[config.mk]
export PLATFORM = sky130hd
export DESIGN_NAME = rmc_multidrop
export DESIGN_NICKNAME = d
export VERILOG_FILES = /design/src/hdl/rmc_pkg.sv /design/src/hdl/rmc_stream_if.sv /design/src/hdl/rmc_fifo.sv /design/src/hdl/rmc_dir_timer.sv /design/src/hdl/rmc_multidrop.sv
export VERILOG_INCLUDE_DIRS = /design/src /design/src/hdl
export SDC_FILE = /design/constraint.sdc
export NUM_CORES = 1
export LEC_CHECK = 0
export BUFFER_PORTS_ARGS = -buffer_cell sky130_fd_sc_hd__buf_2
export CORE_MARGIN = 5
export CORE_UTILIZATION = 27
export CTS_BUF_LIST = sky130_fd_sc_hd__clkbuf_4
export DETAILED_ROUTE_END_ITERATION = 8
export GPL_TIMING_DRIVEN = 0
export HOLD_SLACK_MARGIN = 0.02
export PLACE_DENSITY = 0.54
export SETUP_SLACK_MARGIN = 0.05
export SYNTH_ARGS = -nofsm -noshare
export SYNTH_HDL_FRONTEND = slang
export SYNTH_HIERARCHICAL = 1
export SYNTH_SLANG_ARGS = --single-unit
[constraint.sdc]
create_clock -name clk_sys -period 2.73 [get_ports clk_sys]
set_input_delay 0.4095 -clock clk_sys [delete_from_list [all_inputs] [get_ports clk_sys]]
set_output_delay 0.4095 -clock clk_sys [all_outputs]
set_load 0.02 [all_outputs]
[src/hdl/rmc_params.svh]
// Register offsets, field positions, reset values, counter constants and queue depth for the multidrop control block
`ifndef RMC_PARAMS_SVH
`define RMC_PARAMS_SVH
`define RMC_CTRL_ADDR      32'h4000804C
`define RMC_ADDRESS_COMPARE_VALUE_ADDR  32'h40008050
`define RMC_DLY_ADDR       32'h40008054
`define RMC_BIT_MM_EN      0
`define RMC_BIT_RX_DIS     1
`define RMC_BIT_AAD_EN     2
`define RMC_BIT_PIN_SEL    3
`define RMC_BIT_DIR_EN     4
`define RMC_BIT_POL_INV    5
`define RMC_CTRL_W         6
`define RMC_CTRL_RST       6'h00
`define RMC_ADR_RST        8'h00
`define RMC_DLY_RST        8'h00
`define RMC_CNT_ZERO       8'h00
`define RMC_CNT_ONE        8'h01
`define RMC_FIFO_DEPTH     32
`endif

[src/hdl/rmc_pkg.sv]
// Types shared by the multidrop control block
package rmc_pkg;
   typedef enum logic [1:0] {
      RMC_DIR_IDLE = 2'b00,
      RMC_DIR_BUSY = 2'b01,
      RMC_DIR_HOLD = 2'b10
   } rmc_dir_e;
   typedef logic [8:0] rmc_char_t;
endpackage : rmc_pkg

[src/hdl/rmc_stream_if.sv]
// Valid/ready stream carrying nine-bit received characters between modules
`timescale 1ns/1ps
interface rmc_stream_if #(parameter int WIDTH = 9);
   logic             valid;
   logic             ready;
   logic [WIDTH-1:0] data;
   modport src (output valid, output data, input ready);
   modport dst (input valid, input data, output ready);
endinterface : rmc_stream_if

[src/hdl/rmc_fifo.sv]
// Receive queue: parameterised synchronous FIFO with valid/ready on both sides
`timescale 1ns/1ps
module rmc_fifo #(
   parameter int WIDTH = 9,
   parameter int DEPTH = 32
) (
   input wire logic clk_sys,
   input wire logic rst_b,
   rmc_stream_if.dst wr,
   rmc_stream_if.src rd
);
   localparam int AW = $clog2(DEPTH);
   logic [WIDTH-1:0] mem [DEPTH];
   logic [AW-1:0]    wr_ptr;
   logic [AW-1:0]    rd_ptr;
   logic [AW:0]      count;
   logic             do_wr;
   logic             do_rd;

   ////////////////////////////////////////////////////////////////////////
   // Handshakes; full stalls the writer, empty hides data
   assign wr.ready = (count != (AW+1)'(DEPTH));
   assign rd.valid = (count != '0);
   assign rd.data  = mem[rd_ptr];
   assign do_wr    = wr.valid && wr.ready;
   assign do_rd    = rd.valid && rd.ready;

   // Storage needs no reset
   always_ff @(posedge clk_sys) begin
      if (do_wr) begin
         mem[wr_ptr] <= wr.data;
      end
   end

   // Pointers and occupancy
   always_ff @(posedge clk_sys or negedge rst_b) begin
      if (!rst_b) begin
         wr_ptr <= '0;
         rd_ptr <= '0;
         count  <= '0;
      end else begin
         if (do_wr) begin
            wr_ptr <= (wr_ptr == AW'(DEPTH-1)) ? '0 : wr_ptr + 1'b1;
         end
         if (do_rd) begin
            rd_ptr <= (rd_ptr == AW'(DEPTH-1)) ? '0 : rd_ptr + 1'b1;
         end
         count <= count + (AW+1)'(do_wr) - (AW+1)'(do_rd);
      end
   end
endmodule : rmc_fifo

[src/hdl/rmc_dir_timer.sv]
// Direction pin sequencer with baud-timed turn-off delay
`timescale 1ns/1ps
`include "rmc_params.svh"
module rmc_dir_timer (
   input  wire logic       clk_sys,
   input  wire logic       rst_b,
   input  wire logic       tx_write,
   input  wire logic       tx_last_stop,
   input  wire logic       baud_tick,
   input  wire logic [7:0] delay_value,
   output logic            dir_active
);
   rmc_pkg::rmc_dir_e state;
   logic [7:0]        cnt;
   logic [7:0]        limit;

   ////////////////////////////////////////////////////////////////////////
   // eight-bit delay counter
   // A new write during the hold re-enters busy, so the pin never drops mid-burst
   // Delay is latched at the stop bit; a register write mid-hold cannot strand the count
   always_ff @(posedge clk_sys or negedge rst_b) begin
      if (!rst_b) begin
         state <= rmc_pkg::RMC_DIR_IDLE;
         cnt   <= `RMC_CNT_ZERO;
         limit <= `RMC_DLY_RST;
      end else begin
         case (state)
            rmc_pkg::RMC_DIR_IDLE: begin
               if (tx_write) begin
                  state <= rmc_pkg::RMC_DIR_BUSY;
               end
            end
            rmc_pkg::RMC_DIR_BUSY: begin
               if (tx_last_stop && !tx_write) begin
                  cnt   <= `RMC_CNT_ZERO;
                  limit <= delay_value;
                  state <= (delay_value == `RMC_CNT_ZERO) ? rmc_pkg::RMC_DIR_IDLE
                                                          : rmc_pkg::RMC_DIR_HOLD;
               end
            end
            rmc_pkg::RMC_DIR_HOLD: begin
               if (tx_write) begin
                  state <= rmc_pkg::RMC_DIR_BUSY;
               end else if (baud_tick) begin
                  cnt <= cnt + `RMC_CNT_ONE;
                  if (cnt + `RMC_CNT_ONE >= limit) begin
                     state <= rmc_pkg::RMC_DIR_IDLE;
                  end
               end
            end
            default: state <= rmc_pkg::RMC_DIR_IDLE;
         endcase
      end
   end

   assign dir_active = (state != rmc_pkg::RMC_DIR_IDLE);
endmodule : rmc_dir_timer

[src/hdl/rmc_multidrop.sv]
// Multidrop receive filter, address match and automatic direction control
`timescale 1ns/1ps
`include "rmc_params.svh"

module rmc_multidrop (
   input  wire logic        clk_sys,
   input  wire logic        rst_b,
   // Register port
   input  wire logic [31:0] reg_addr,
   input  wire logic        reg_wr,
   input  wire logic [31:0] reg_wdata,
   output logic      [31:0] reg_rdata,
   // Received characters from the shift register
   input  wire logic        rx_char_valid,
   input  wire logic [8:0]  rx_char,
   // Host side of the receive queue
   output logic             rxq_valid,
   output logic [8:0]       rxq_data,
   input  wire logic        rxq_pop,
   output logic             rxq_full,
   // Interrupt sources towards the interrupt interface
   output logic             rx_ready_pulse,
   output logic             parity_err_pulse,
   // Transmitter events
   input  wire logic        tx_write,
   input  wire logic        tx_last_stop,
   input  wire logic        baud_tick,
   // Modem control and loopback
   input  wire logic        loopback,
   input  wire logic        rts_modem,
   input  wire logic        dtr_modem,
   output logic             rts_pin,
   output logic             dtr_pin
);
   logic [`RMC_CTRL_W-1:0] ctrl;
   logic [7:0]             address_compare_value;
   logic [7:0]             turnoff_delay_value;
   logic                   manual_multidrop_enable;
   logic                   receiver_disable;
   logic                   auto_detect_enable;
   logic                   pin_sel;
   logic                   auto_direction_enable;
   logic                   direction_polarity_invert;
   logic                   automatic_address_detect;
   logic                   is_addr;
   logic                   addr_match;
   logic                   accept;
   logic                   hw_clear_dis;
   logic                   hw_set_dis;
   logic                   fifo_out_valid;
   logic [8:0]             fifo_out_data;
   logic                   dir_active;
   logic                   dir_level;
   logic                   next_rts;
   logic                   next_dtr;

   rmc_stream_if #(.WIDTH(9)) push_s ();
   rmc_stream_if #(.WIDTH(9)) pop_s ();

   assign manual_multidrop_enable   = ctrl[`RMC_BIT_MM_EN];
   assign receiver_disable          = ctrl[`RMC_BIT_RX_DIS];
   assign auto_detect_enable        = ctrl[`RMC_BIT_AAD_EN];
   assign pin_sel                   = ctrl[`RMC_BIT_PIN_SEL];
   assign auto_direction_enable     = ctrl[`RMC_BIT_DIR_EN];
   assign direction_polarity_invert = ctrl[`RMC_BIT_POL_INV];

   ////////////////////////////////////////////////////////////////////////
   // Character classification
   // automatic detect needs both bits
   assign automatic_address_detect = manual_multidrop_enable && auto_detect_enable;
   assign is_addr    = rx_char[8];
   assign addr_match = is_addr && (rx_char[7:0] == address_compare_value);

   // Acceptance decision per mode
   always_comb begin
      accept       = 1'b1;
      hw_clear_dis = 1'b0;
      hw_set_dis   = 1'b0;
      if (automatic_address_detect) begin
         if (receiver_disable) begin
            accept       = addr_match;
            hw_clear_dis = rx_char_valid && addr_match;
         end else if (is_addr && !addr_match) begin
            accept     = 1'b0;
            hw_set_dis = rx_char_valid;
         end
      end else if (manual_multidrop_enable && receiver_disable) begin
         accept = is_addr;
      end
   end

   ////////////////////////////////////////////////////////////////////////
   // Receive queue; a full queue simply loses the character, as an overrun would
   assign push_s.valid = rx_char_valid && accept;
   assign push_s.data  = rx_char;
   assign pop_s.ready  = rxq_pop;

   rmc_fifo #(.WIDTH(9), .DEPTH(`RMC_FIFO_DEPTH)) u_rx_fifo (
      .clk_sys (clk_sys),
      .rst_b   (rst_b),
      .wr      (push_s),
      .rd      (pop_s)
   );

   assign fifo_out_valid = pop_s.valid;
   assign fifo_out_data  = pop_s.data;

   // Registered view of queue head so top outputs come from flops
   always_ff @(posedge clk_sys or negedge rst_b) begin
      if (!rst_b) begin
         rxq_valid <= 1'b0;
         rxq_data  <= '0;
         rxq_full  <= 1'b0;
      end else begin
         rxq_valid <= fifo_out_valid && !rxq_pop;
         rxq_data  <= fifo_out_data;
         rxq_full  <= !push_s.ready;
      end
   end

   ////////////////////////////////////////////////////////////////////////
   // Interrupt event pulses
   // address flagged as parity error
   always_ff @(posedge clk_sys or negedge rst_b) begin
      if (!rst_b) begin
         parity_err_pulse <= 1'b0;
         rx_ready_pulse   <= 1'b0;
      end else begin
         parity_err_pulse <= rx_char_valid && manual_multidrop_enable && is_addr
                             && accept;
         rx_ready_pulse   <= push_s.valid && push_s.ready;
      end
   end

   ////////////////////////////////////////////////////////////////////////
   // Register writes; hardware update of the disable bit beats a software write
   // control bits reset zero
   always_ff @(posedge clk_sys or negedge rst_b) begin
      if (!rst_b) begin
         ctrl <= `RMC_CTRL_RST;
      end else begin
         if (reg_wr && reg_addr == `RMC_CTRL_ADDR) begin
            ctrl <= reg_wdata[`RMC_CTRL_W-1:0];
         end
         if (hw_clear_dis) begin
            ctrl[`RMC_BIT_RX_DIS] <= 1'b0;
         end else if (hw_set_dis) begin
            ctrl[`RMC_BIT_RX_DIS] <= 1'b1;
         end
      end
   end

   always_ff @(posedge clk_sys or negedge rst_b) begin
      if (!rst_b) begin
         address_compare_value <= `RMC_ADR_RST;
      end else if (reg_wr && reg_addr == `RMC_ADDRESS_COMPARE_VALUE_ADDR) begin
         address_compare_value <= reg_wdata[7:0];
      end
   end

   always_ff @(posedge clk_sys or negedge rst_b) begin
      if (!rst_b) begin
         turnoff_delay_value <= `RMC_DLY_RST;
      end else if (reg_wr && reg_addr == `RMC_DLY_ADDR) begin
         turnoff_delay_value <= reg_wdata[7:0];
      end
   end

   // Read data, registered; reserved bits read zero
   always_ff @(posedge clk_sys or negedge rst_b) begin
      if (!rst_b) begin
         reg_rdata <= '0;
      end else begin
         case (reg_addr)
            `RMC_CTRL_ADDR:     reg_rdata <= {26'h0000000, ctrl};
            `RMC_ADDRESS_COMPARE_VALUE_ADDR: reg_rdata <= {24'h000000, address_compare_value};
            `RMC_DLY_ADDR:      reg_rdata <= {24'h000000, turnoff_delay_value};
            default:            reg_rdata <= '0;
         endcase
      end
   end

   ////////////////////////////////////////////////////////////////////////
   // Direction control
   rmc_dir_timer u_dir (
      .clk_sys      (clk_sys),
      .rst_b        (rst_b),
      .tx_write     (tx_write),
      .tx_last_stop (tx_last_stop),
      .baud_tick    (baud_tick),
      .delay_value  (turnoff_delay_value),
      .dir_active   (dir_active)
   );

   assign dir_level = direction_polarity_invert ? dir_active : !dir_active;

   always_comb begin
      next_rts = rts_modem;
      next_dtr = dtr_modem;
      if (auto_direction_enable && !loopback) begin
         if (pin_sel) begin
            next_dtr = dir_level;
         end else begin
            next_rts = dir_level;
         end
      end
   end

   // Pins registered; one cycle of latency is far below a bit time
   always_ff @(posedge clk_sys or negedge rst_b) begin
      if (!rst_b) begin
         rts_pin <= 1'b1;
         dtr_pin <= 1'b1;
      end else begin
         rts_pin <= next_rts;
         dtr_pin <= next_dtr;
      end
   end
endmodule : rmc_multidrop

# == Yosys cells after proc, flatten, opt, wreduce, memory -nomap -nowiden ==
# Memory sizes are Yosys's and may differ from the RTL's. A register that Yosys moved wholly into a read port is not among the register bits.
# Index checks and enable logic that the tools add are counted.
# Widths: inputs -> output; s select.
# op_classes
addsub,5
order_cmp,1
eq_ne,15
mux,33
reduce_logical,33
# op_table
op,n
$eq 32x31->1 const B,3
$mux 8,3
$pmux 8 s3,1
$mux 1,18
$logic_and 1x1->1,17
$pmux 8 s2,1
$mux 2,7
$add 5x1->5 const B,2
$eq 5x5->1 const B,2
$mux 5,2
$add 8x1->8 const B,1
$eq 8x8->1,1
$ge 8x8->1,1
$logic_not 8->1,1
$reduce_and 4->1,2
$logic_not 1->1,7
$add 6x1->6,1
$ne 2x2->1 const B,3
$ne 6x6->1 const B,1
$pmux 2 s3,1
$reduce_bool 6->1,1
$sub 6x1->6,1
$reduce_bool 2->1,2
$ne 3x2->1 const B,1
other kinds (7),7
# word_totals
regBits,94
ram_bits,288
inputBits,84
output_inout_bits,47
memories,1
# memory_table
memory,depth,word_bits,rd,rd_clocked_by_memory_dff,write_ports,line_no,text
u_rx_fifo.mem,32,9,1,1,1,rmc_fifo.sv:13,logic [WIDTH-1:0] mem [DEPTH];

# == Depth between registers and ports, before layout ==
# logic_depth
word_depth,11
ltp_mapped,16

# == Cells and area by module ==
# Netlist, hierarchy kept.
# modules_own_cells
mod,instances,cells_per_inst,area_per_inst_um2
rmc_fifo,1,583,12005.3
rmc_multidrop,1,159,2063.2
rmc_dir_timer,1,114,1073.5

# == Worst setup path before layout ==
# No wires, ideal clock.
# synth_timing
path_kind,input to register
from,input port rx_char[1]
to,register u_rx_fifo.count[4]
setup_ns,0.080
t_arrival_ns,2.794
required_time_ns,2.650
setup_slack_ns,-0.144
cell_stages,16
n_path_buf,1
path_cell_list,xor2_1 -> nor4_1 -> nand2_1 -> nand2_1 -> o211a_1 -> and2_1 -> buf_2 -> inv_1 -> ha_1 -> inv_1 -> ha_1 -> fa_1 -> a21oi_1 -> nor2_1 -> nor2_1 -> xnor2_1
# synth_via
elab_chain_len,11
# synth_lines
element,line_no,text
from (decl),rmc_multidrop.sv:15,"input wire logic [8:0] rx_char,"
$eq 8x8->1 *,rmc_multidrop.sv:72,assign addr_match = is_addr && (rx_char[7:0] == address_compare_value);
$logic_and 1x1->1 *,rmc_multidrop.sv:72,
$logic_not 1->1,rmc_multidrop.sv:83,end else if (is_addr && !addr_match) begin
$logic_and 1x1->1,rmc_multidrop.sv:83,
$mux 1,rmc_multidrop.sv:83,
$mux 1 *,rmc_multidrop.sv:80,if (receiver_disable) begin
$mux 1 *,rmc_multidrop.sv:79,if (automatic_address_detect) begin
$logic_and 1x1->1 *,rmc_multidrop.sv:94,assign push_s.valid = rx_char_valid && accept;
net push_s.valid,rmc_stream_if.sv:4,logic valid;
$logic_and 1x1->1 *,rmc_fifo.sv:25,assign do_wr = wr.valid && wr.ready;
$add 6x1->6 *,rmc_fifo.sv:48,count <= count + (AW+1)'(do_wr) - (AW+1)'(do_rd);
$sub 6x1->6 *,rmc_fifo.sv:48,
to (signal assigned),rmc_fifo.sv:48,
to (decl),rmc_fifo.sv:16,logic [AW:0] count;
# The timed path passes the listed nets; every way through them passes the cells marked *.
# A chain may end at the register's enable or synchronous reset.

# == Final worst setup path ==
# layout_timing
from,register address_compare_value[4]
to,memory u_rx_fifo.mem[21][8] (enable)
# layout_via
elab_chain_len,11
# layout_lines
element,line_no,text
from (decl),rmc_multidrop.sv:36,logic [7:0] address_compare_value;
from (signal assigned),rmc_multidrop.sv:155,address_compare_value <= `RMC_ADR_RST;
from (signal assigned),rmc_multidrop.sv:157,address_compare_value <= reg_wdata[7:0];
$eq 8x8->1 *,rmc_multidrop.sv:72,
$logic_and 1x1->1 *,rmc_multidrop.sv:72,
$logic_not 1->1,rmc_multidrop.sv:83,
$logic_and 1x1->1,rmc_multidrop.sv:83,
$mux 1,rmc_multidrop.sv:83,
$mux 1 *,rmc_multidrop.sv:80,
$mux 1 *,rmc_multidrop.sv:79,
$logic_and 1x1->1 *,rmc_multidrop.sv:94,
net push_s.valid,rmc_stream_if.sv:4,
$logic_and 1x1->1 *,rmc_fifo.sv:25,
$mux 1 *,rmc_fifo.sv:30,if (do_wr) begin
$mux 1 (implied by the code) *,rmc_fifo.sv:31,mem[wr_ptr] <= wr.data;
to (decl),rmc_fifo.sv:13,
# Marked as above.

==> out/results.txt <==
outcome: complete, but fails checks
violated checks: negative setup slack
area fraction of the dominant cell type after synthesis: 57.11%
Final Hold Violating Endpoints: 0
WL per Instance: 18.88 um
Max Clock Freq: 0.3491 GHz
Root Buffer: sky130_fd_sc_hd__clkbuf_4
cell taking the most area after synthesis: sky130_fd_sc_hd__edfxtp_1
Slew HR: 20.61%
sequential standard cell area: 10630 um^2
Die H: 246.8 um
FF-to-FF setup slack: -0.13 ns
Post-Synth Simple-Gate Area: 6.288%
dominant combinational cell family by area after synthesis: multiplexers
number of antenna violations at the first check in global routing: 1
via count: 8717
total clock sinks: 367
final wirelength: 36580 um
Power Internal: 10.79 mW
worst setup skew after layout: 0.06561 ns
reg-to-reg startpoint: address_compare_value[4]$_DFFE_PN0P_
number of DRC markers in iteration 0: 506
Logic pwr share: 27.5%
Critical Path RT: 3.13 ns
number of buffers added on ports: 82
max-slew violations: 0
# DRC: 0
nets: 1226
share of cell area taken by muxes after synthesis: 12.83%
net load switching power: 4.829 mW
share of async-settable or async-resettable flops after synthesis: 21.53%
final design utilization: 34.19%
starting density of the core: 27.38%
IO Pins: 131
sequential cell area fraction in the yosys report: 70.19%
reg-to-reg endpoint: u_rx_fifo/mem[21][8]$_DFFE_PP_
synthesized-area fraction occupied by ao, oa, aoi and oai cells: 4.140%
worst hold slack across all endpoints: 0.1526 ns
placed cell count: 1710
clock network latency to the later pin of the worst-skew pair: 0.82 ns
multi-input gate area in the final layout: 4409 um^2
mean instance size in the synthesized netlist: 17.69 um^2
Netlist Area Pre-Place: 15140 um^2
number of flops mapped to enable cells by yosys: 288
count of distinct cell types in the synthesized netlist: 61
switching part of the total: 30.91%
fraction of the cycle the final worst path needs: 104.9%
most common library cell in the layout ignoring fill and taps: sky130_fd_sc_hd__edfxtp_1
min cycle time layout: 2.865 ns
type of the most critical hold path: input pin to asynchronous set/reset pin
destination of the critical timing path: u_rx_fifo/mem[21][8]$_DFFE_PP_
post-synthesis share of cell area spent on full adders, half adders and majority gates: 2.198%
Congestion Overflow GR: 0
Total GRT Usage: 12.03%
Pwr per Cell Area: 826.3 nW/um^2
final setup TNS: -4.823 ns
Initial DRT Pass Iterations: 6
fill count: 5376
kind of end point of the critical path: flip-flop
Inserted Clock Buffers: 97
buffers from clock root to sink, at most: 3
least setup slack across all paths after layout: -0.1347 ns
total of endpoints with negative setup slack in the final report: 74
share of the synthesized netlist area taken by xor and xnor gates: 1.041%
transition time of the tightest slew-check pin: 1.182 ns
standard-cell row count: 86
pin count of the biggest net entering global routing: 44
unrepaired setup endpoints after global routing: yes
launch point of the worst path: address_compare_value[4]$_DFFE_PN0P_
area growth from synthesis to layout: 24.88%
share of total power in the clock network: 30.2%
power share of the sequential group: 42.2%
ratio of cells with drive above 1 in the final layout: 41.11%
leading cell types in the layout, fill and taps excluded: 288 x sky130_fd_sc_hd__edfxtp_1, 152 x sky130_fd_sc_hd__clkbuf_4, 92 x sky130_fd_sc_hd__buf_2
category of the most critical setup path: flip-flop to flip-flop
worst supply voltage drop on vdd: 0.2911 mV
number of non-filler instances in the completed layout: 1937
Worst EP arrival: 3.26 ns
top cells by area, synth: sky130_fd_sc_hd__edfxtp_1 57%, sky130_fd_sc_hd__dfrtp_1 13%, sky130_fd_sc_hd__mux4_2 11%
die outline width: 246.8 um
detailed placer's ending HPWL: 23460 um
number of cells traversed by the worst register-to-register path: 8
number of synthesized register bits: 367
leakage power: 6.900 nW
leading register cell type out of synthesis: sky130_fd_sc_hd__edfxtp_1
H-Tree Depth: 3
clock transition time at the flip-flop clock pins of the worst setup and hold paths: 0.06 ns
RD Place Congestion: 0.7645
clock tree from TritonCTS: done
final total power: 15.62 mW
global-route wire length before repair: 54870 um
vias in the first global route: 9002
post-detailed-route via-to-cell ratio: 4.500
Mapped Cells: 856
Total Die Area: 60920 um^2
area of the core region: 55310 um^2
Synth Warn #: 6
count of nets left with antenna violations after detail routing: 0
crit path max fanout: 9
Worst Setup Start Kind: flip-flop
max-cap violation count: 0
-- final cells by class --
cell class | instances | share of cell area, %
well taps | 748 | 4.949
flip-flops and latches | 367 | 56.20
clock inverters | 18 | 0.4896
multi-input cells | 427 | 23.32
plain buffers | 53 | 1.972
repair buffers | 138 | 6.346
clock buffers | 152 | 6.035
diodes | 2 | 0.02647
inverters | 32 | 0.6617
-- synth_stat cells (3+ instances only) --
master and number:
sky130_fd_sc_hd__a21oi_1 7, sky130_fd_sc_hd__clkbuf_1 8, sky130_fd_sc_hd__nand4bb_1 3, sky130_fd_sc_hd__nand3b_1 11, sky130_fd_sc_hd__mux2_4 5, sky130_fd_sc_hd__o31ai_1 3
sky130_fd_sc_hd__buf_6 3, sky130_fd_sc_hd__o22ai_1 38, sky130_fd_sc_hd__and3_1 3, sky130_fd_sc_hd__o21ai_0 22, sky130_fd_sc_hd__a21o_1 3, sky130_fd_sc_hd__nand4_1 4
sky130_fd_sc_hd__and4_1 3, sky130_fd_sc_hd__mux4_2 72, sky130_fd_sc_hd__nor3_1 5, sky130_fd_sc_hd__nor4_1 7, sky130_fd_sc_hd__ha_1 25, sky130_fd_sc_hd__edfxtp_1 288
sky130_fd_sc_hd__xnor2_1 6, sky130_fd_sc_hd__nor4_2 11, sky130_fd_sc_hd__nand3_1 11, sky130_fd_sc_hd__xor2_1 12, sky130_fd_sc_hd__or3_1 4, sky130_fd_sc_hd__buf_4 28
sky130_fd_sc_hd__nand2b_1 6, sky130_fd_sc_hd__inv_1 32, sky130_fd_sc_hd__a222oi_1 6, sky130_fd_sc_hd__nor2_1 47, sky130_fd_sc_hd__mux2_2 21, sky130_fd_sc_hd__nand2_1 35
sky130_fd_sc_hd__buf_2 12, sky130_fd_sc_hd__dfrtp_1 77
-- worst min path at each step --
stage | from | to | slack (ns)
floorplan | rst_b | address_compare_value[0]$_DFFE_PN0P_ | 0.11
global placement | u_dir/cnt[7]$_DFFE_PN0P_ | u_dir/cnt[7]$_DFFE_PN0P_ | 0.49
detailed placement | rst_b | reg_rdata[5]$_DFF_PN0_ | 0.46
CTS | reg_addr[2] | reg_rdata[7]$_DFF_PN0_ | 0.07
global route | reg_addr[2] | reg_rdata[7]$_DFF_PN0_ | 0.12
finish | rst_b | reg_rdata[5]$_DFF_PN0_ | 0.15
-- timing repair --
item,in CTS,in global routing
hold endpoints to repair,106,0
setup endpoints to repair,293,279
hold buffers,20,0
pin swaps,15,27
setup buffers,11,25
gates resized for setup,71,4
gates cloned,0,1
-- stage by stage --
| step | instance area, um^2 | setup WS, ns |
|---|---|---|
| final | 18910 | -0.1347 |
| after CTS | 18430 | -0.2329 |
| after global routing | 18910 | -0.3114 |
| after floorplan | 15250 | 0.03627 |
| after global placement | 16590 | -1.060 |
| after detailed placement | 16620 | -1.126 |
-- layer usage --
metal	vias up	wire length (um)	global-route usage, %
met5	-	0	0
li1	3945	-	-
met4	0	740	4.660
met3	49	1836	2.616
met2	218	18930	20.16
met1	4505	15070	15.30
-- sequential cells by signal, summed over array words and instances (netlist names), 2 cells and up --
| name | flops |
|---|---|
| u_dir/cnt | 8 |
| rxq_data | 9 |
| ctrl | 6 |
| address_compare_value | 8 |
| u_rx_fifo/wr_ptr | 5 |
| u_rx_fifo/mem | 288 |
| u_rx_fifo/count | 6 |
| turnoff_delay_value | 8 |
| u_rx_fifo/rd_ptr | 5 |
| reg_rdata | 8 |
| u_dir/state | 2 |
| u_dir/limit | 8 |
-- logic make-up (layout without fill, tap and decap cells) --
kind of cell / after synthesis / after routing
buffers and inverters: 86 / 393
muxes: 99 / 99
other: 1 / 26
and+or+nand+nor: 166 / 167
adders and majority gates: 26 / 26
AOI/OAI and AO/OA: 93 / 93
DFF: 367 / 367
xor gates and xnor gates: 18 / 18
-- power groups by stage --
stage / logic [mW] / registers [mW] / clock network [mW]
final: 4.30 / 6.60 / 4.73
after global routing: 4.62 / 6.63 / 5.23
after CTS: 4.20 / 6.60 / 4.93
after detailed placement: 3.93 / 6.72 / 0
after global placement: 3.87 / 6.70 / 0
after floorplan: 2.56 / 6.77 / 0
-- critical path, cell delays in order (launching register included) --
cell and delay (ns):
sky130_fd_sc_hd__dfrtp_1 0.42, sky130_fd_sc_hd__xor2_1 0.18, sky130_fd_sc_hd__nor4_1 0.30, sky130_fd_sc_hd__nand2_1 0.14, sky130_fd_sc_hd__nand2_2 0.09, sky130_fd_sc_hd__o211a_1 0.13
sky130_fd_sc_hd__and2_4 0.18, sky130_fd_sc_hd__nand2_1 0.38, sky130_fd_sc_hd__nor2_2 0.62
Power figures use the tool's default switching activity.
